### src/logic/rqc_pkg.sv
// Operation
// (RULE1) Two network ports, one host port classified
// (RULE2) Matching IO connection tag diverts to real-time path
// (RULE3) Green and red IO use own descriptors, triple buffers
// (RULE4) Shadow connection list swapped at cycle boundary
// (RULE5) Separate interrupts: buffer, list swap, hold timeout
// (RULE6) Clock sync frames consumed, never queued to host
// (RULE7) Relayed sync time gains line and bridge delay
// (RULE8) Discovery frame on neighbour change, else periodic
// (RULE9) Discovery and redundancy frames to highest queue
// (RULE10) Ring break flushes table, floods both ports
// (RULE11) Hold timeout survives two missing cyclic frames
// (RULE12) Config protocol and alarm frames to second queue
// (RULE13) Identify requests pass only on station name match
// (RULE14) VLAN priority 4 to 7 third queue, else lowest
// (RULE15) Broadcasts into lowest queue capped per window
// (RULE16) Received frame interrupts paced over several frames
// (RULE17) Exactly four host queues, top two for management
// (RULE18) Industrial frames recognised by type 0x8892
// (RULE19) Discovery frames recognised by type 0x88CC
// (RULE20) Fixed precedence, first matching class decides
package rqc_pkg;
  localparam int CLK_HZ         = 50_000_000;
  localparam int TICK_US        = 1000;
  localparam int TICK_CYC       = CLK_HZ / 1_000_000 * TICK_US;
  localparam int LLDP_PERIOD_MS = 2000;
  localparam int BCAST_WIN_MS   = 10;
  localparam int PACE_MS        = 1;

  localparam logic [15:0] ETYPE_RT   = 16'h8892;
  localparam logic [15:0] ETYPE_LLDP = 16'h88cc;
  localparam logic [2:0]  PCP_HI_MIN = 3'h4;
  localparam logic [3:0]  DHT_LIMIT  = 4'h3;

  localparam logic [1:0] Q_MGMT = 2'h3;
  localparam logic [1:0] Q_DCP  = 2'h2;
  localparam logic [1:0] Q_PRIO = 2'h1;
  localparam logic [1:0] Q_BEST = 2'h0;

  localparam logic [1:0] PORT_A    = 2'h0;
  localparam logic [1:0] PORT_B    = 2'h1;
  localparam logic [1:0] PORT_HOST = 2'h2;

  localparam logic [1:0] BUF_IDX_RST = 2'h0;
  localparam logic [1:0] BUF_IDX_MAX = 2'h2;

  typedef enum logic [2:0] {
    SUB_IO    = 3'b000,
    SUB_SYNC  = 3'b001,
    SUB_DELAY = 3'b010,
    SUB_DCP   = 3'b011,
    SUB_IDENT = 3'b100,
    SUB_ALARM = 3'b101,
    SUB_MRP   = 3'b110,
    SUB_OTHER = 3'b111
  } rqc_sub_t;

  typedef enum logic [2:0] {
    DST_RT   = 3'b000,
    DST_SYNC = 3'b001,
    DST_Q3   = 3'b010,
    DST_Q2   = 3'b011,
    DST_Q1   = 3'b100,
    DST_Q0   = 3'b101,
    DST_DROP = 3'b110
  } rqc_dest_t;
endpackage

### src/logic/rqc_skid_buf.sv
`timescale 1ns/1ps
module rqc_skid_buf #(
  parameter int W = 12
) (
  input  wire logic         i_clk,
  input  wire logic         i_rst,
  input  wire logic         i_valid,
  output logic              o_ready,
  input  wire logic [W-1:0] i_data,
  output logic              o_valid,
  input  wire logic         i_ready,
  output logic [W-1:0]      o_data
);
  logic [1:0]   count;
  logic [W-1:0] slot1;
  logic [1:0]   next_count;
  wire          push = i_valid & o_ready;
  wire          pop  = o_valid & i_ready;

  assign next_count = count + {1'b0, push} - {1'b0, pop};

  always_ff @(posedge i_clk) begin
    if (i_rst) begin
      count   <= 2'h0;
      o_ready <= 1'b0;
      o_valid <= 1'b0;
    end else begin
      count   <= next_count;
      o_ready <= (next_count != 2'h2);
      o_valid <= (next_count != 2'h0);
    end
  end

  // Head slot drives the output directly so data stays registered
  always_ff @(posedge i_clk) begin
    if (pop && (count == 2'h2 || push && count == 2'h1)) begin
      o_data <= (count == 2'h2) ? slot1 : i_data;
    end else if (push && count == 2'h0) begin
      o_data <= i_data;
    end
    if (push && (count == 2'h2 || count == 2'h1 && !pop)) begin
      slot1 <= i_data;
    end
  end
endmodule

### src/logic/rqc_classifier.sv
`timescale 1ns/1ps
module rqc_classifier #(
  parameter int N_CONN     = 8,
  parameter int NAME_BYTES = 16,
  parameter int TW         = 32,
  parameter int TICK_CYC   = rqc_pkg::TICK_CYC,
  parameter int CW         = $clog2(N_CONN)
) (
  input  wire logic                    I_SYS_CLK,
  input  wire logic                    I_RST,
  input  wire logic                    I_FRM_VALID,
  output logic                         O_FRM_READY,
  input  wire logic [1:0]              I_FRM_PORT,
  input  wire logic [15:0]             I_FRM_ETYPE,
  input  wire logic [2:0]              I_FRM_SUB,
  input  wire logic [15:0]             I_FRM_TAG,
  input  wire logic                    I_FRM_VLAN,
  input  wire logic [2:0]              I_FRM_PCP,
  input  wire logic                    I_FRM_BCAST,
  input  wire logic [7:0]              I_FRM_ID,
  input  wire logic [7:0]              I_FRM_NAME_LEN,
  input  wire logic [8*NAME_BYTES-1:0] I_FRM_NAME,
  input  wire logic [TW-1:0]           I_FRM_TIME,
  input  wire logic [7:0]              I_LOCAL_NAME_LEN,
  input  wire logic [8*NAME_BYTES-1:0] I_LOCAL_NAME,
  input  wire logic [TW-1:0]           I_LINE_DELAY,
  input  wire logic [TW-1:0]           I_BRIDGE_DELAY,
  input  wire logic                    I_CYCLE_START,
  input  wire logic                    I_SHD_WE,
  input  wire logic [CW-1:0]           I_SHD_IDX,
  input  wire logic [15:0]             I_SHD_TAG,
  input  wire logic                    I_SHD_EN,
  input  wire logic                    I_SHD_RED,
  input  wire logic                    I_SHD_COMMIT,
  input  wire logic [1:0]              I_NBR_CHANGE,
  input  wire logic                    I_RING_BREAK,
  input  wire logic                    I_RING_RESTORED,
  input  wire logic [7:0]              I_BCAST_LIMIT,
  input  wire logic [7:0]              I_PACE_COUNT,
  input  wire logic                    I_RX_IRQ_ACK,
  input  wire logic                    I_Q_READY,
  output logic                         O_Q_VALID,
  output logic [1:0]                   O_Q_NUM,
  output logic [1:0]                   O_Q_PORT,
  output logic [7:0]                   O_Q_ID,
  output logic                         O_RT_VALID,
  output logic                         O_RT_RED,
  output logic [CW-1:0]                O_RT_CONN,
  output logic [1:0]                   O_RT_BUF,
  output logic                         O_SYNC_VALID,
  output logic                         O_SYNC_MEAS,
  output logic [1:0]                   O_SYNC_PORT,
  output logic [TW-1:0]                O_SYNC_FWD_TIME,
  output logic                         O_LLDP_TX,
  output logic [1:0]                   O_LLDP_PORT,
  output logic                         O_FDB_FLUSH,
  output logic                         O_FLOOD_BOTH,
  output logic                         O_FILTER_DROP,
  output logic                         O_IRQ_BUF,
  output logic                         O_IRQ_LIST,
  output logic                         O_IRQ_DHT,
  output logic [N_CONN-1:0]            O_DHT_EXPIRED,
  output logic                         O_LIST_PENDING,
  output logic                         O_IRQ_RX
);
  localparam int TCW = $clog2(TICK_CYC);

  function automatic logic name_eq(input logic [8*NAME_BYTES-1:0] a, input logic [8*NAME_BYTES-1:0] b,
                                   input logic [7:0] len);
    logic eq;
    eq = 1'b1;
    for (int i = 0; i < NAME_BYTES; i++) begin
      if (i < len && a[8*i +: 8] != b[8*i +: 8]) begin
        eq = 1'b0;
      end
    end
    return eq;
  endfunction

  function automatic logic [1:0] other_port(input logic [1:0] p);
    return (p == rqc_pkg::PORT_A) ? rqc_pkg::PORT_B : rqc_pkg::PORT_A;
  endfunction

  // Connection lists, active and shadow
  logic [15:0]       act_tag [N_CONN];
  logic [N_CONN-1:0] act_en;
  logic [N_CONN-1:0] act_red;
  logic [15:0]       shd_tag [N_CONN];
  logic [N_CONN-1:0] shd_en;
  logic [N_CONN-1:0] shd_red;
  logic [1:0]        wr_idx  [N_CONN];
  logic [3:0]        miss    [N_CONN];

  // Millisecond tick and slow timers
  logic [TCW-1:0] tick_cnt;
  logic           ms_tick;
  logic [15:0]    lldp_ms;
  logic [15:0]    bwin_ms;
  logic [15:0]    pace_ms;
  logic [7:0]     bcnt;
  logic [7:0]     pend;

  // Connection match across the active list
  logic          hit;
  logic [CW-1:0] hit_idx;
  always_comb begin
    hit     = 1'b0;
    hit_idx = '0;
    for (int i = N_CONN - 1; i >= 0; i--) begin
      if (act_en[i] && act_tag[i] == I_FRM_TAG) begin
        hit     = 1'b1;
        hit_idx = CW'(i);
      end
    end
  end

  wire       take      = I_FRM_VALID & O_FRM_READY;
  wire       is_rt     = (I_FRM_ETYPE == rqc_pkg::ETYPE_RT); // RULE18
  wire       is_lldp   = (I_FRM_ETYPE == rqc_pkg::ETYPE_LLDP); // RULE19
  wire [2:0] sub       = I_FRM_SUB;
  wire       c_conn    = is_rt && sub == rqc_pkg::SUB_IO && hit; // RULE2
  wire       c_sync    = is_rt && (sub == rqc_pkg::SUB_SYNC || sub == rqc_pkg::SUB_DELAY); // RULE6
  wire       c_mgmt    = is_lldp || (is_rt && sub == rqc_pkg::SUB_MRP); // RULE9
  wire       c_dcp     = is_rt && (sub == rqc_pkg::SUB_DCP || sub == rqc_pkg::SUB_ALARM
                                   || sub == rqc_pkg::SUB_IDENT); // RULE12
  wire       name_ok   = (I_FRM_NAME_LEN == I_LOCAL_NAME_LEN)
                         && name_eq(I_FRM_NAME, I_LOCAL_NAME, I_LOCAL_NAME_LEN); // RULE13
  wire       ident_bad = sub == rqc_pkg::SUB_IDENT && !name_ok; // RULE13
  wire       c_prio    = !is_rt && I_FRM_VLAN && I_FRM_PCP >= rqc_pkg::PCP_HI_MIN; // RULE14
  wire       bcast_cap = I_FRM_BCAST && I_BCAST_LIMIT != 8'h00 && bcnt >= I_BCAST_LIMIT; // RULE15

  function automatic logic [1:0] q_num(input rqc_pkg::rqc_dest_t d);
    case (d)
      rqc_pkg::DST_Q3: return rqc_pkg::Q_MGMT;
      rqc_pkg::DST_Q2: return rqc_pkg::Q_DCP;
      rqc_pkg::DST_Q1: return rqc_pkg::Q_PRIO;
      default:         return rqc_pkg::Q_BEST;
    endcase
  endfunction

  function automatic logic [1:0] next_buf(input logic [1:0] b);
    return (b == rqc_pkg::BUF_IDX_MAX) ? rqc_pkg::BUF_IDX_RST : b + 2'h1;
  endfunction

  function automatic logic ms_end(input logic [15:0] c, input int lim);
    return c == 16'(lim - 1);
  endfunction

  function automatic logic [15:0] ms_step(input logic [15:0] c, input int lim);
    return ms_end(c, lim) ? 16'h0 : c + 16'h1;
  endfunction

  // First matching class wins
  rqc_pkg::rqc_dest_t dest;
  assign dest = c_conn    ? rqc_pkg::DST_RT // RULE20
              : c_sync    ? rqc_pkg::DST_SYNC
              : c_mgmt    ? rqc_pkg::DST_Q3
              : c_dcp     ? (ident_bad ? rqc_pkg::DST_DROP : rqc_pkg::DST_Q2)
              : c_prio    ? rqc_pkg::DST_Q1
              : bcast_cap ? rqc_pkg::DST_DROP
              : rqc_pkg::DST_Q0;

  wire        is_queue = dest == rqc_pkg::DST_Q3 || dest == rqc_pkg::DST_Q2
                         || dest == rqc_pkg::DST_Q1 || dest == rqc_pkg::DST_Q0; // RULE17
  wire        to_queue = take && is_queue;
  wire        to_rt    = take && dest == rqc_pkg::DST_RT; // RULE2
  wire        to_sync  = take && dest == rqc_pkg::DST_SYNC; // RULE6
  wire        to_drop  = take && dest == rqc_pkg::DST_DROP;
  wire        bc_take  = to_queue && dest == rqc_pkg::DST_Q0 && I_FRM_BCAST; // RULE15
  wire [11:0] q_word   = {q_num(dest), I_FRM_PORT, I_FRM_ID}; // RULE1
  wire [11:0] q_out;

  // Two entries absorb a host stall without dropping a classified frame
  rqc_skid_buf #(
    .W (12)
  ) rqc_skid_buf_i (
    .i_clk   (I_SYS_CLK),
    .i_rst   (I_RST),
    .i_valid (to_queue),
    .o_ready (O_FRM_READY),
    .i_data  (q_word),
    .o_valid (O_Q_VALID),
    .i_ready (I_Q_READY),
    .o_data  (q_out)
  );
  assign O_Q_NUM  = q_out[11:10];
  assign O_Q_PORT = q_out[9:8];
  assign O_Q_ID   = q_out[7:0];

  // Millisecond tick shared by all slow timers
  wire tick_end = tick_cnt == TCW'(TICK_CYC - 1);
  always_ff @(posedge I_SYS_CLK) begin
    if (I_RST || tick_end) begin
      tick_cnt <= '0;
    end else begin
      tick_cnt <= tick_cnt + 1'b1;
    end
    ms_tick <= !I_RST && tick_end;
  end

  wire lldp_period = ms_tick && ms_end(lldp_ms, rqc_pkg::LLDP_PERIOD_MS); // RULE8
  wire bwin_end    = ms_tick && ms_end(bwin_ms, rqc_pkg::BCAST_WIN_MS); // RULE15
  wire pace_end    = ms_tick && ms_end(pace_ms, rqc_pkg::PACE_MS); // RULE16

  always_ff @(posedge I_SYS_CLK) begin
    if (I_RST) begin
      lldp_ms <= 16'h0;
      bwin_ms <= 16'h0;
      pace_ms <= 16'h0;
    end else if (ms_tick) begin
      lldp_ms <= ms_step(lldp_ms, rqc_pkg::LLDP_PERIOD_MS);
      bwin_ms <= ms_step(bwin_ms, rqc_pkg::BCAST_WIN_MS);
      pace_ms <= ms_step(pace_ms, rqc_pkg::PACE_MS);
    end
  end

  // Window restart still counts a broadcast taken in the same cycle
  always_ff @(posedge I_SYS_CLK) begin
    if (I_RST) begin
      bcnt <= 8'h00;
    end else if (bwin_end) begin
      bcnt <= {7'h00, bc_take};
    end else if (bc_take && bcnt != 8'hff) begin
      bcnt <= bcnt + 8'h01; // RULE15
    end
  end

  // Shadow list, swapped in only at a cycle start
  wire swap = I_CYCLE_START && O_LIST_PENDING; // RULE4
  always_ff @(posedge I_SYS_CLK) begin
    if (I_RST) begin
      shd_en  <= '0;
      shd_red <= '0;
    end else if (I_SHD_WE) begin
      shd_tag[I_SHD_IDX] <= I_SHD_TAG;
      shd_en[I_SHD_IDX]  <= I_SHD_EN;
      shd_red[I_SHD_IDX] <= I_SHD_RED;
    end
  end

  always_ff @(posedge I_SYS_CLK) begin
    if (I_RST) begin
      O_LIST_PENDING <= 1'b0;
    end else if (I_SHD_COMMIT) begin
      O_LIST_PENDING <= 1'b1;
    end else if (swap) begin
      O_LIST_PENDING <= 1'b0;
    end
    O_IRQ_LIST <= !I_RST && swap; // RULE5
  end

  always_ff @(posedge I_SYS_CLK) begin
    if (I_RST) begin
      act_en  <= '0;
      act_red <= '0;
    end else if (swap) begin
      act_en  <= shd_en;
      act_red <= shd_red;
      act_tag <= shd_tag; // RULE4
    end
  end

  // Hold timeout: third missing cycle in a row expires the connection
  logic [N_CONN-1:0] seen;
  logic [N_CONN-1:0] dht_hit;
  always_comb begin
    dht_hit = '0;
    for (int i = 0; i < N_CONN; i++) begin
      dht_hit[i] = I_CYCLE_START && !swap && act_en[i] && !seen[i]
                   && miss[i] == rqc_pkg::DHT_LIMIT - 4'h1
                   && !(to_rt && hit_idx == CW'(i)); // RULE11
    end
  end

  always_ff @(posedge I_SYS_CLK) begin
    for (int i = 0; i < N_CONN; i++) begin
      if (I_RST || swap) begin
        wr_idx[i]        <= rqc_pkg::BUF_IDX_RST;
        miss[i]          <= 4'h0;
        seen[i]          <= 1'b0;
        O_DHT_EXPIRED[i] <= 1'b0;
      end else if (to_rt && hit_idx == CW'(i)) begin
        wr_idx[i]        <= next_buf(wr_idx[i]); // RULE3
        miss[i]          <= 4'h0;
        seen[i]          <= 1'b1;
        O_DHT_EXPIRED[i] <= 1'b0;
      end else if (I_CYCLE_START && act_en[i]) begin
        seen[i]          <= 1'b0;
        miss[i]          <= seen[i] ? 4'h0
                            : (miss[i] == rqc_pkg::DHT_LIMIT) ? miss[i] : miss[i] + 4'h1; // RULE11
        O_DHT_EXPIRED[i] <= O_DHT_EXPIRED[i] | dht_hit[i];
      end
    end
    O_IRQ_DHT <= !I_RST && (dht_hit != '0); // RULE5
  end

  // Real-time path skips the queues but still stalls when O_FRM_READY is low
  always_ff @(posedge I_SYS_CLK) begin
    O_RT_VALID <= !I_RST && to_rt; // RULE2
    O_IRQ_BUF  <= !I_RST && to_rt; // RULE5
    if (to_rt) begin
      O_RT_CONN <= hit_idx;
      O_RT_RED  <= act_red[hit_idx]; // RULE3
      O_RT_BUF  <= next_buf(wr_idx[hit_idx]); // RULE3
    end
  end

  // Sync frames end here and never reach a host queue
  always_ff @(posedge I_SYS_CLK) begin
    O_SYNC_VALID  <= !I_RST && to_sync; // RULE6
    O_FILTER_DROP <= !I_RST && to_drop; // RULE13
    if (to_sync) begin
      O_SYNC_MEAS     <= sub == rqc_pkg::SUB_DELAY;
      O_SYNC_PORT     <= other_port(I_FRM_PORT);
      O_SYNC_FWD_TIME <= I_FRM_TIME + I_LINE_DELAY + I_BRIDGE_DELAY; // RULE7
    end
  end

  // Owed discovery frames, one bit per outgoing port
  logic [1:0] lldp_owed;
  wire  [1:0] lldp_set    = {I_NBR_CHANGE[0], I_NBR_CHANGE[1]} | {2{lldp_period}}; // RULE8
  wire  [1:0] lldp_served = lldp_owed[0] ? 2'b01 : {lldp_owed[1], 1'b0};
  always_ff @(posedge I_SYS_CLK) begin
    if (I_RST) begin
      lldp_owed <= 2'b00;
      O_LLDP_TX <= 1'b0;
    end else begin
      lldp_owed   <= (lldp_owed & ~lldp_served) | lldp_set; // RULE8
      O_LLDP_TX   <= lldp_owed != 2'b00;
      O_LLDP_PORT <= lldp_owed[0] ? rqc_pkg::PORT_A : rqc_pkg::PORT_B;
    end
  end

  // Ring break: one flush pulse, flooding until restored
  logic ring_q;
  wire  ring_rise = I_RING_BREAK && !ring_q;
  always_ff @(posedge I_SYS_CLK) begin
    ring_q      <= !I_RST && I_RING_BREAK;
    O_FDB_FLUSH <= !I_RST && ring_rise; // RULE10
    if (I_RST) begin
      O_FLOOD_BOTH <= 1'b0;
    end else if (ring_rise) begin
      O_FLOOD_BOTH <= 1'b1; // RULE10
    end else if (I_RING_RESTORED) begin
      O_FLOOD_BOTH <= 1'b0;
    end
  end

  // Pacing trades latency for fewer host interrupts
  wire [7:0] pend_base = I_RX_IRQ_ACK ? 8'h00 : pend;
  wire [7:0] next_pend = (to_queue && pend_base != 8'hff) ? pend_base + 8'h01 : pend_base;
  wire       irq_set   = (I_PACE_COUNT != 8'h00 && next_pend >= I_PACE_COUNT)
                         || (pace_end && next_pend != 8'h00); // RULE16
  always_ff @(posedge I_SYS_CLK) begin
    if (I_RST) begin
      pend     <= 8'h00;
      O_IRQ_RX <= 1'b0;
    end else begin
      pend     <= next_pend;
      O_IRQ_RX <= irq_set || (O_IRQ_RX && !I_RX_IRQ_ACK); // RULE16
    end
  end
endmodule

### config.mk
export PLATFORM = sky130hd
export DESIGN_NAME = rqc_classifier
export DESIGN_NICKNAME = d
export VERILOG_FILES = /design/src/logic/rqc_pkg.sv /design/src/logic/rqc_skid_buf.sv /design/src/logic/rqc_classifier.sv
export SDC_FILE = /design/constraint.sdc
export NUM_CORES = 1
export LEC_CHECK = 0
export ABC_CLOCK_PERIOD_IN_PS = 5450
export BUFFER_PORTS_ARGS = -buffer_cell sky130_fd_sc_hd__buf_2
export CELL_PAD_IN_SITES_DETAIL_PLACEMENT = 1
export CELL_PAD_IN_SITES_GLOBAL_PLACEMENT = 1
export CORE_ASPECT_RATIO = 0.5
export CORE_UTILIZATION = 39
export DETAILED_ROUTE_END_ITERATION = 8
export PLACE_DENSITY_LB_ADDON = 0.1
export SLEW_MARGIN = 10
export SYNTH_ARGS = -nofsm -noshare
export SYNTH_HDL_FRONTEND = slang
export SYNTH_SLANG_ARGS = --single-unit
### constraint.sdc
create_clock -name I_SYS_CLK -period 5.45 [get_ports I_SYS_CLK]
set_input_delay 0.545 -clock I_SYS_CLK [delete_from_list [all_inputs] [get_ports I_SYS_CLK]]
set_output_delay 0.545 -clock I_SYS_CLK [all_outputs]
set_load 0.02 [all_outputs]
After elaboration in Yosys (flattened, before gate mapping)
Memories as Yosys holds them, arrays and structs flattened.
Index checks and enable logic that the tools add are counted.
Cells by class
  $add $sub $neg: 27
  $lt $le $gt $ge: 24
  equal/unequal tests: 79
  mux-type cells: 188
  bitwise operators: 41
  reduce and logical (&&, ||, !) cells: 186
Operators by type and width (number)
  128-bit bitwise mux: 1
  16-bit == test: 8
  4-bit 2-to-1 mux: 32
  8-bit != test: 16
  1-bit logical AND: 115
  1-bit 2-to-1 mux: 108
  16-bit by 1-bit adder with 16-bit output (second input constant): 4
  32-bit adder: 2
  4-bit by 2-bit == test with 1-bit output (second input constant): 16
  4-bit by 8-bit < comparator with 1-bit output (first input constant): 8
  16-bit 2-to-1 mux: 4
  16-bit demux with 3-bit select: 1
  16-bit == test (second input constant): 3
  3-bit 2-to-1 mux: 13
  2-bit 2-to-1 mux: 19
  12-bit 2-to-1 mux: 3
  4-bit by 1-bit adder with 4-bit output (second input constant): 8
  3-bit by 8-bit < comparator with 1-bit output (first input constant): 4
  1-bit bitwise OR: 32
  8-bit nonzero test: 4
  3-bit == test (second input constant): 10
  2-bit nonzero test: 14
  1-bit zero test: 23
  2-bit == test (second input constant): 10
  other kinds (37): 87
Word-level totals
  register bits: 469
  bits in writable memories: 48
  input port bits: 467
  output and inout bits: 76
  logic and storage cells: 615
  memories kept: 2
Memories
  miss: depth 8, bits a word 4, rd ports 8, clocked after Yosys merged registers in 0, wr ports 8, RTL line rqc_classifier.sv:92  | logic [3:0] miss [N_CONN];
  wr_idx: depth 8, bits a word 2, rd ports 9, clocked after Yosys merged registers in 0, wr ports 8, RTL line rqc_classifier.sv:91  | logic [1:0] wr_idx [N_CONN];

Logic depth before layout (Yosys ltp)
Gate-level depths: netlist of run 1.
  word-level depth: 37
  depth in mapped cells: 21
  mapped depth without buffers: 21

By module
From an unflattened synthesis of run 1, not the netlist that was laid out.
Second synthesis, totals
  cell total of the unflattened synthesis: 2058
  area, all modules: 24897.6 µm²
Modules (own cells, without submodules)
  rqc_classifier: times used 1, cells an instance 1997, area each 23771.5 µm²
  rqc_skid_buf: times used 1, cells an instance 61, area each 1126.1 µm²

Worst setup path after synthesis of run 1
OpenSTA, ideal clock, no wires.
  kind: input to register
  start: input port I_CYCLE_START
  end: register act_tag[0] (netlist bit) (enable)
  setup time: 0.543 ns
  arrival: 4.922 ns
  setup slack: -0.015 ns
  stages on the path: 4
  buffers on the path: 2
  path through: clkbuf_1 nand2_1 nor2_1 clkbuf_1
On the way
  word-level cells in the longest chain between the ends: 2
Ends and longest elaborated chain
  start: declaration: RTL line rqc_classifier.sv:28  | input wire logic I_CYCLE_START,
  1-bit logical AND: RTL line rqc_classifier.sv:229  | wire swap = I_CYCLE_START && O_LIST_PENDING;
  2-bit AND reduction (no line)
  end signal: assignment: RTL line rqc_classifier.sv:259  | act_tag <= shd_tag;
  end: declaration: RTL line rqc_classifier.sv:85  | logic [15:0] act_tag [N_CONN];
No other way between the ends.
A chain may end at the register's enable or synchronous reset.

Worst setup path after layout of run 1
  start: register bcnt[0]
  end: register O_IRQ_RX
On the way
  word-level cells in the longest chain between the ends: 19
  elaborated cells on any way between the ends: 24
  classes of those cells: order compare: 2; eq/ne: 4; mux: 7; reduce/logical: 11
Ends and longest elaborated chain
  start: declaration: RTL line rqc_classifier.sv:100  | logic [7:0] bcnt;
  start signal: assignment: RTL line rqc_classifier.sv:222  | bcnt <= {7'h00, bc_take};
  start signal: assignment: RTL line rqc_classifier.sv:224  | bcnt <= bcnt + 8'h01;
  8-bit >= comparator (*): RTL line rqc_classifier.sv:130  | wire bcast_cap = I_FRM_BCAST && I_BCAST_LIMIT != 8'h00 && bcnt >= I_BCAST_LIMIT;
  1-bit logical AND (*): RTL line rqc_classifier.sv:130
  2-bit 2-to-1 mux (*): RTL line rqc_classifier.sv:160  | : bcast_cap ? rqc_pkg::DST_DROP
  2-bit 2-to-1 mux (*): RTL line rqc_classifier.sv:159  | : c_prio ? rqc_pkg::DST_Q1
  3-bit 2-to-1 mux (*): RTL line rqc_classifier.sv:158  | : c_dcp ? (ident_bad ? rqc_pkg::DST_DROP : rqc_pkg::DST_Q2)
  3-bit 2-to-1 mux (*): RTL line rqc_classifier.sv:157  | : c_mgmt ? rqc_pkg::DST_Q3
  3-bit 2-to-1 mux (*): RTL line rqc_classifier.sv:156  | : c_sync ? rqc_pkg::DST_SYNC
  3-bit 2-to-1 mux (*): RTL line rqc_classifier.sv:155  | assign dest = c_conn ? rqc_pkg::DST_RT
  [... 4 more ...]
  1-bit logical AND (*): RTL line rqc_classifier.sv:165  | wire to_queue = take && is_queue;
  1-bit logical AND (*): RTL line rqc_classifier.sv:351  | wire [7:0] next_pend = (to_queue && pend_base != 8'hff) ? pend_base + 8'h01 : pend_base;
  8-bit 2-to-1 mux (*): RTL line rqc_classifier.sv:351
  named net next_pend[1]: RTL line rqc_classifier.sv:351
  8-bit >= comparator / 8-bit nonzero test (equally long branches): RTL line rqc_classifier.sv:352, rqc_classifier.sv:353
  1-bit logical AND, on equally long branches: RTL line rqc_classifier.sv:352, rqc_classifier.sv:353
  1-bit logical OR (*): RTL line rqc_classifier.sv:353  | || (pace_end && next_pend != 8'h00);
  1-bit logical OR (*): RTL line rqc_classifier.sv:360  | O_IRQ_RX <= irq_set || (O_IRQ_RX && !I_RX_IRQ_ACK);
  end signal: assignment: RTL line rqc_classifier.sv:360
  end: declaration: RTL line rqc_classifier.sv:64  | output logic O_IRQ_RX
Mark *: on every way through the listed nets, which the timed path passes. The rest lies on a longest branch.

==> results of run 1 <==
## sequential cells by signal, indices dropped and copies added (netlist names), 2 cells and up
register,count
pend,8
shd_tag,128
bwin_ms,16
pace_ms,16
O_DHT_EXPIRED,8
O_SYNC_FWD_TIME,32
act_tag,128
O_RT_CONN,3
act_red,8
rqc_skid_buf_i.count,2
lldp_owed,2
act_en,8
wr_idx,16
O_RT_BUF,2
tick_cnt,16
seen,8
rqc_skid_buf_i.slot1,12
rqc_skid_buf_i.o_data,12
shd_en,8
bcnt,8
lldp_ms,16
miss,32
shd_red,8
## stage by stage
step | power (mW) | hold slack, ns | setup TNS (ns) | instance area [sq um] | utilization [%]
final | 8.97 | 0.152 | 0 | 30100 | 48.6
after CTS | 9.08 | 0.119 | 0 | 30100 | 48.6
after detailed placement | 5.82 | 0.396 | -0.00240 | 28600 | 46.2
after floorplan | 5.26 | 0.379 | 0 | 24800 | -
after global placement | 5.80 | 0.385 | 0 | 28600 | 46.2
after global routing | 9.36 | 0.123 | 0 | 30100 | 48.6
## synth_stat cells, types with 17 or more instances
master,n,share of area [%]
a21oi_1,74,1.5
dfxtp_1,146,12
and3_1,23,0.58
ha_1,81,4.1
or3_1,26,0.66
nand4_1,54,1.4
edfxtp_1,369,45
o21ai_0,26,0.53
a21o_1,24,0.73
or2_2,19,0.48
clkbuf_1,32,0.49
inv_1,77,1.2
nor3_1,35,0.71
fa_1,32,2.6
xor2_1,178,6.3
nor4_1,41,1.0
xnor2_1,199,7.0
nand2_1,98,1.5
buf_2,19,0.38
a22o_1,17,0.60
mux2i_1,27,1.1
nor2_1,215,3.3
nand3_1,51,1.0
## area by class of cell
cell class                 count  area, sq um  area share, %
tap                          825         1030           3.43
multi-input combinational   1401        10200           34.0
clock inverter                24          176          0.587
antenna                        5         12.5         0.0416
clock buffer                  66         1310           4.37
timing repair buffer         580         3010           10.0
inverter                      77          289          0.961
sequential                   515        14000           46.6
## cell families (layout without fill, tap and decap cells)
group,Yosys count,count (layout),synth area share [%]
buf+inv,135,747,2.22
flops,515,515,56.6
xor+xnor,377,377,13.3
compound gates,225,225,6.13
simple gates,643,643,13.3
mux,41,41,1.73
fa+ha+maj,113,113,6.68
other cells,1,7,0.0151
## routing by layer
metal	vias up	share of wire, %	global-route usage, %
met5	-	0.099	0
met4	12	1.5	3.95
met3	98	4.5	4.13
met2	410	49	41.7
met1	8891	45	33.1
li1	8477	-	-
## where the power goes
group          total (mW)  internal (mW)  switching, mW
sequential           4.41           4.35         0.0591
clock                3.24           1.75           1.49
combinational        1.32          0.558          0.765
## final timing paths
path | startpoint | to | slack, ns | depth (start not counted)
max reg2reg | bcnt[0] | O_IRQ_RX | 0.49 | 21
min reg2reg | ring_q | O_FDB_FLUSH | 0.40 | 1
min | I_FRM_ID[2] | rqc_skid_buf_i.slot1[2] | 0.15 | 1
max | bcnt[0] | O_IRQ_RX | 0.49 | 21
==> results.yml, run 1 <==
run_status:
  status: "completed"
clocking:
  cts_resized: 0
  numCtsBuffers: 48
  cts_tree: "built"
  cts_root_buffer: "clkbuf_16"
  ctsHoldBuffers: 0
  htree_levels: 2
  postCtsSetupBuffers: 0
  clk-insertion-delay-late_ns: 0.59
  path_clk_slew_ns: 0.06
  clock_sinks: 515
  cts_buffer_depth: 3
synthesis:
  yosysWarnings: 0
  synth.avg_cell_area_sq_um: 12.1
  yosysSeqAreaShare_pct: 56.6
  synth_area_sq_um: 24800
  synth_cell_type_count: 76
  synthFlopType: "edfxtp_1"
  synth_edf_count: 369
  async_reset_ff_share_pct: 0
  yosys_register_bits: 515
  synthCells: 2050
worst_setup_path:
  startpoint_type: "flip-flop"
  crit_type: "reg2reg"
  path_delay_family: "compound AO/OA/AOI/OAI gates"
  end_kind: "flip-flop"
  worstPathCellList: "inv_1, ha_1, nor2b_1, o21ai_0, a31oi_1, o311ai_0, buf_4, a21oi_1, nand3_1, a21oi_4, mux2_2, ha_1, a21o_1, a21o_1, a21o_1, a21o_1, a21o_1, a21o_1, a31oi_1, nand4b_1, o41a_1"
  crit_path_top_delay_cell: "dfxtp_1"
  path_max_fanout: 7
  cp_data_arrival_time_ns: 5.43
  max_stage_delay_ns: 0.40
  cp.required_ns: 5.91
  cp_common_cell: "a21o_1"
  path_buf_inv: 2
global_route:
  grt_overflow: 0
  grt_pass1_vias: 18500
  grt_usage_pct: 24.5
  antenna_found_initial: 25
  grt_max_degree: 51
  grt_pass1_wl_um: 118000
route:
  firstDrtPassIters: 7
  vias_per_cell: 5.12
  drt_iter0_markers: 960
  antenna_left: 0
  wl_um: 79700
  vias: 17900
  drc: 0
  wire_per_inst_um: 22.8
die:
  core_area_sq_um: 61900
  start_util_pct: 40.0
  ios: 543
  rows: 64
  chipWidth_um: 358
  dieArea_sq_um: 64500
  dieHeight_um: 180
sta:
  finClkSkew_ns: 0.0214
  finalCritPeriodShare_pct: 91.1
  finalHoldViolations: 0
  finalSetupViolCount: 0
  slew_violations: 0
  fin_ws_ns: 0.485
  final.min_clock_period_ns: 4.96
  maxSlewHeadroom_pct: 24.9
  worst_pin_slew_ns: 1.11
  rsz0062_at_grt: "false"
  fmax_ghz: 0.201
worst_hold_path:
  hp-class: "in2reg"
power_and_ir_drop:
  power.density_nw_per_um2: 298
  ir_worst_vdd_uv: 216
  p_leak_nw: 11.7
job:
  maxCapViolCount: 0
layout:
  syn_to_final_growth_pct: 21.5
  nNetsFinal: 3203
  finalNonFillerCells: 3493
  nFillCells: 6692
  layout-drive-gt1-share_pct: 26.1
  mostFrequentLayoutCell: "buf_2"
  layout_common_cells: "buf_2 (538), edfxtp_1 (369), nor2_1 (213)"
placement:
  numPortBuffers: 538
  gp_congestion: 0.962
  dp_hpwl_um: 63600
  place_ws_ns: -0.00240
  dp.cells: 3398
Note: power is estimated with default switching activity, not from simulation.
==> inputs of run 2 (changes only) <==
- ABC_AREA: not set -> 1
- CORE_UTILIZATION: 39 -> 38
- CTS_BUF_LIST: not set -> sky130_fd_sc_hd__clkbuf_16
- PLACE_DENSITY: not set -> 0.88
- PLACE_DENSITY_LB_ADDON: 0.1 -> not set
==> results.yml, run 2 <==
route:
  vias_per_cell: 5.21
  wire_per_inst_um: 26.5
  drt_iter0_markers: 2007
  firstDrtPassIters: 5
  antenna_left: 0
  vias: 22400
  drc: 0
  wl_um: 114000
clocking:
  path_clk_slew_ns: 0.07
  clock_sinks: 515
  ctsHoldBuffers: 0
  htree_levels: 2
  cts_resized: 0
  numCtsBuffers: 47
  cts_buffer_depth: 3
  cts_root_buffer: "clkbuf_16"
  clk-insertion-delay-late_ns: 0.62
  postCtsSetupBuffers: 0
  cts_tree: "built"
sta:
  finalSetupViolCount: 0
  fmax_ghz: 0.225
  maxSlewHeadroom_pct: 27.3
  fin_ws_ns: 1.01
  finalHoldViolations: 0
  final.min_clock_period_ns: 4.44
  worst_pin_slew_ns: 1.09
  slew_violations: 0
  finalCritPeriodShare_pct: 81.6
  finClkSkew_ns: 0.0631
  hold_ws_ns: 0.124
  rsz0062_at_grt: "false"
  fin_tns_setup_ns: 0
worst_setup_path:
  cp.required_ns: 5.87
  timing.rr.end: "O_IRQ_RX"
  crit_start: "I_FRM_ETYPE[12]"
  path_max_fanout: 8
  crit_type: "in2reg"
  rrSetupSlack_ns: 1.02
  crit_end: "O_IRQ_RX"
  reg2reg_from: "act_tag[32]"
  reg2reg_depth: 26
  max_stage_delay_ns: 0.56
  startpoint_type: "primary input"
  cp_common_cell: "nand2_1"
  crit_path_top_delay_cell: "nor4_2"
  cp_data_arrival_time_ns: 4.87
  end_kind: "flip-flop"
die:
  start_util_pct: 38.6
  ios: 543
  rows: 67
  dieHeight_um: 187
  chipWidth_um: 372
  dieArea_sq_um: 69500
  core_area_sq_um: 67300
job:
  maxCapViolCount: 0
layout:
  syn_to_final_growth_pct: 20.4
  layout-drive-gt1-share_pct: 21.2
  nFillCells: 7838
  reg_top3: "act_tag x128, shd_tag x128"
  fin_util_pct: 46.5
  mostFrequentLayoutCell: "nand2_1"
  layout_common_cells: "nand2_1 (610), buf_2 (538), inv_1 (373)"
  nNetsFinal: 3899
placement:
  numPortBuffers: 538
  dp_hpwl_um: 94300
  gp_congestion: 1.08
  place_ws_ns: 0.371
global_route:
  grt_overflow: 0
  antenna_found_initial: 106
  grt_usage_pct: 32.4
  grt_max_degree: 98
  grt_pass1_wl_um: 160000
  grt_pass1_vias: 23000
synthesis:
  yosysSeqAreaShare_pct: 53.9
  synth-compound-area-share_pct: 6.68
  synth-xor-area-share_pct: 6.20
  synth-simple-area-share_pct: 19.9
  ys_top_cells_by_area: "edfxtp_1 (43%), dfxtp_1 (11%), nand2_1 (8.8%)"
  yosys_register_bits: 515
  synth.area.mux_share_pct: 0.520
  synth_edf_count: 369
  synth.avg_cell_area_sq_um: 9.44
  netlist_top_cells_count: "nand2_1 (610), edfxtp_1 (369), inv_1 (360), nor2_1 (324), dfxtp_1 (146)"
  yosysMostFrequentCell: "nand2_1"
  yosys.area.top_type: "edfxtp_1"
  synth_top_area_share_pct: 42.6
  synthCells: 2753
  synth_cell_type_count: 67
  yosysWarnings: 0
  synth_area_sq_um: 26000
  synthFlopType: "edfxtp_1"
  async_reset_ff_share_pct: 0
  synth_top_family_by_area: "simple AND/OR/NAND/NOR gates"
  synth_fa_ha_area_share_pct: 6.36
power_and_ir_drop:
  power.density_nw_per_um2: 291
  p_leak_nw: 13.4
  ir_worst_vdd_uv: 243
worst_hold_path:
  hp-class: "in2reg"
run_status:
  status: "completed"
## run 2: cell types whose count changed after synthesis, moves of 25 or more
cell	before	now
nor2_1	215	324
o21ai_1	1	26
nand2_1	98	610
inv_1	77	360
xor2_1	178	59
xnor2_1	199	125
a21oi_1	74	112
o21ai_0	26	82
mux2i_1	27	0
## run 2: worst min-delay path by stage
stage	startpoint	endpoint	slack (ns)	depth (start not counted)
6_report	I_FRM_ID[1]	rqc_skid_buf_i.slot1[1]	0.12	1
5_1_grt	I_FRM_ID[0]	rqc_skid_buf_i.slot1[0]	0.11	1
4_1_cts	I_FRM_ID[1]	rqc_skid_buf_i.slot1[1]	0.1	1
3_5_place_dp	shd_tag[5]	act_tag[5]	0.41	0
3_3_place_gp	shd_tag[83]	act_tag[83]	0.40	0
2_1_floorplan	shd_tag[0]	act_tag[0]	0.40	0
## run 2: cell type report
type	count	area (sq um)	area share, %
clock buffers	48	1200	3.84
well taps	897	1120	3.59
diodes	43	108	0.344
multi-input cells	1817	10300	33.0
flip-flops and latches	515	14000	44.7
repair buffers	555	2830	9.05
clock inverters	36	245	0.784
inverters	383	1440	4.61
## run 2: power by group
group | switching, mW | internal [mW]
Combinational | 0.913 | 0.513
Clock | 1.54 | 1.70
Sequential | 0.0903 | 4.35
## run 2: logic make-up (layout without fill, tap and decap cells)
group / count (synthesis) / in the layout
DFF: 515 / 515
muxes: 12 / 12
xor gates and xnor gates: 184 / 184
buffers and inverters: 422 / 1022
other: 1 / 45
adders and majority gates: 113 / 113
and+or+nand+nor: 1205 / 1205
AOI/OAI and AO/OA: 301 / 301
## run 2: stage by stage
| step | cell area, sq um | cells | total power, mW |
|---|---|---|---|
| finish | 31300 | 4294 | 9.10 |
| global route | 31300 | 4289 | 9.39 |
| CTS | 31200 | 4251 | 9.11 |
| detailed placement | 29700 | 4167 | 5.92 |
| global placement | 29700 | 4167 | 5.85 |
| floorplan | 26000 | 2754 | 5.26 |
## run 2: per-layer routing
layer / vias to the layer above / GRT usage [%] / routed length [um]
met5: - / 0 / 25
met4: 4 / 12.8 / 4920
li1: 10200 / - / -
met3: 286 / 4.27 / 6430
met1: 11000 / 41.0 / 46300
met2: 892 / 55.9 / 55900
## run 2: worst max-delay path, delay by kind of cell
kind / cells / cell delay (ns)
adders and majority gates: 1 / 0.26
AOI/OAI and AO/OA: 10 / 1.55
and+or+nand+nor: 12 / 2.16
buffers and inverters: 3 / 0.35
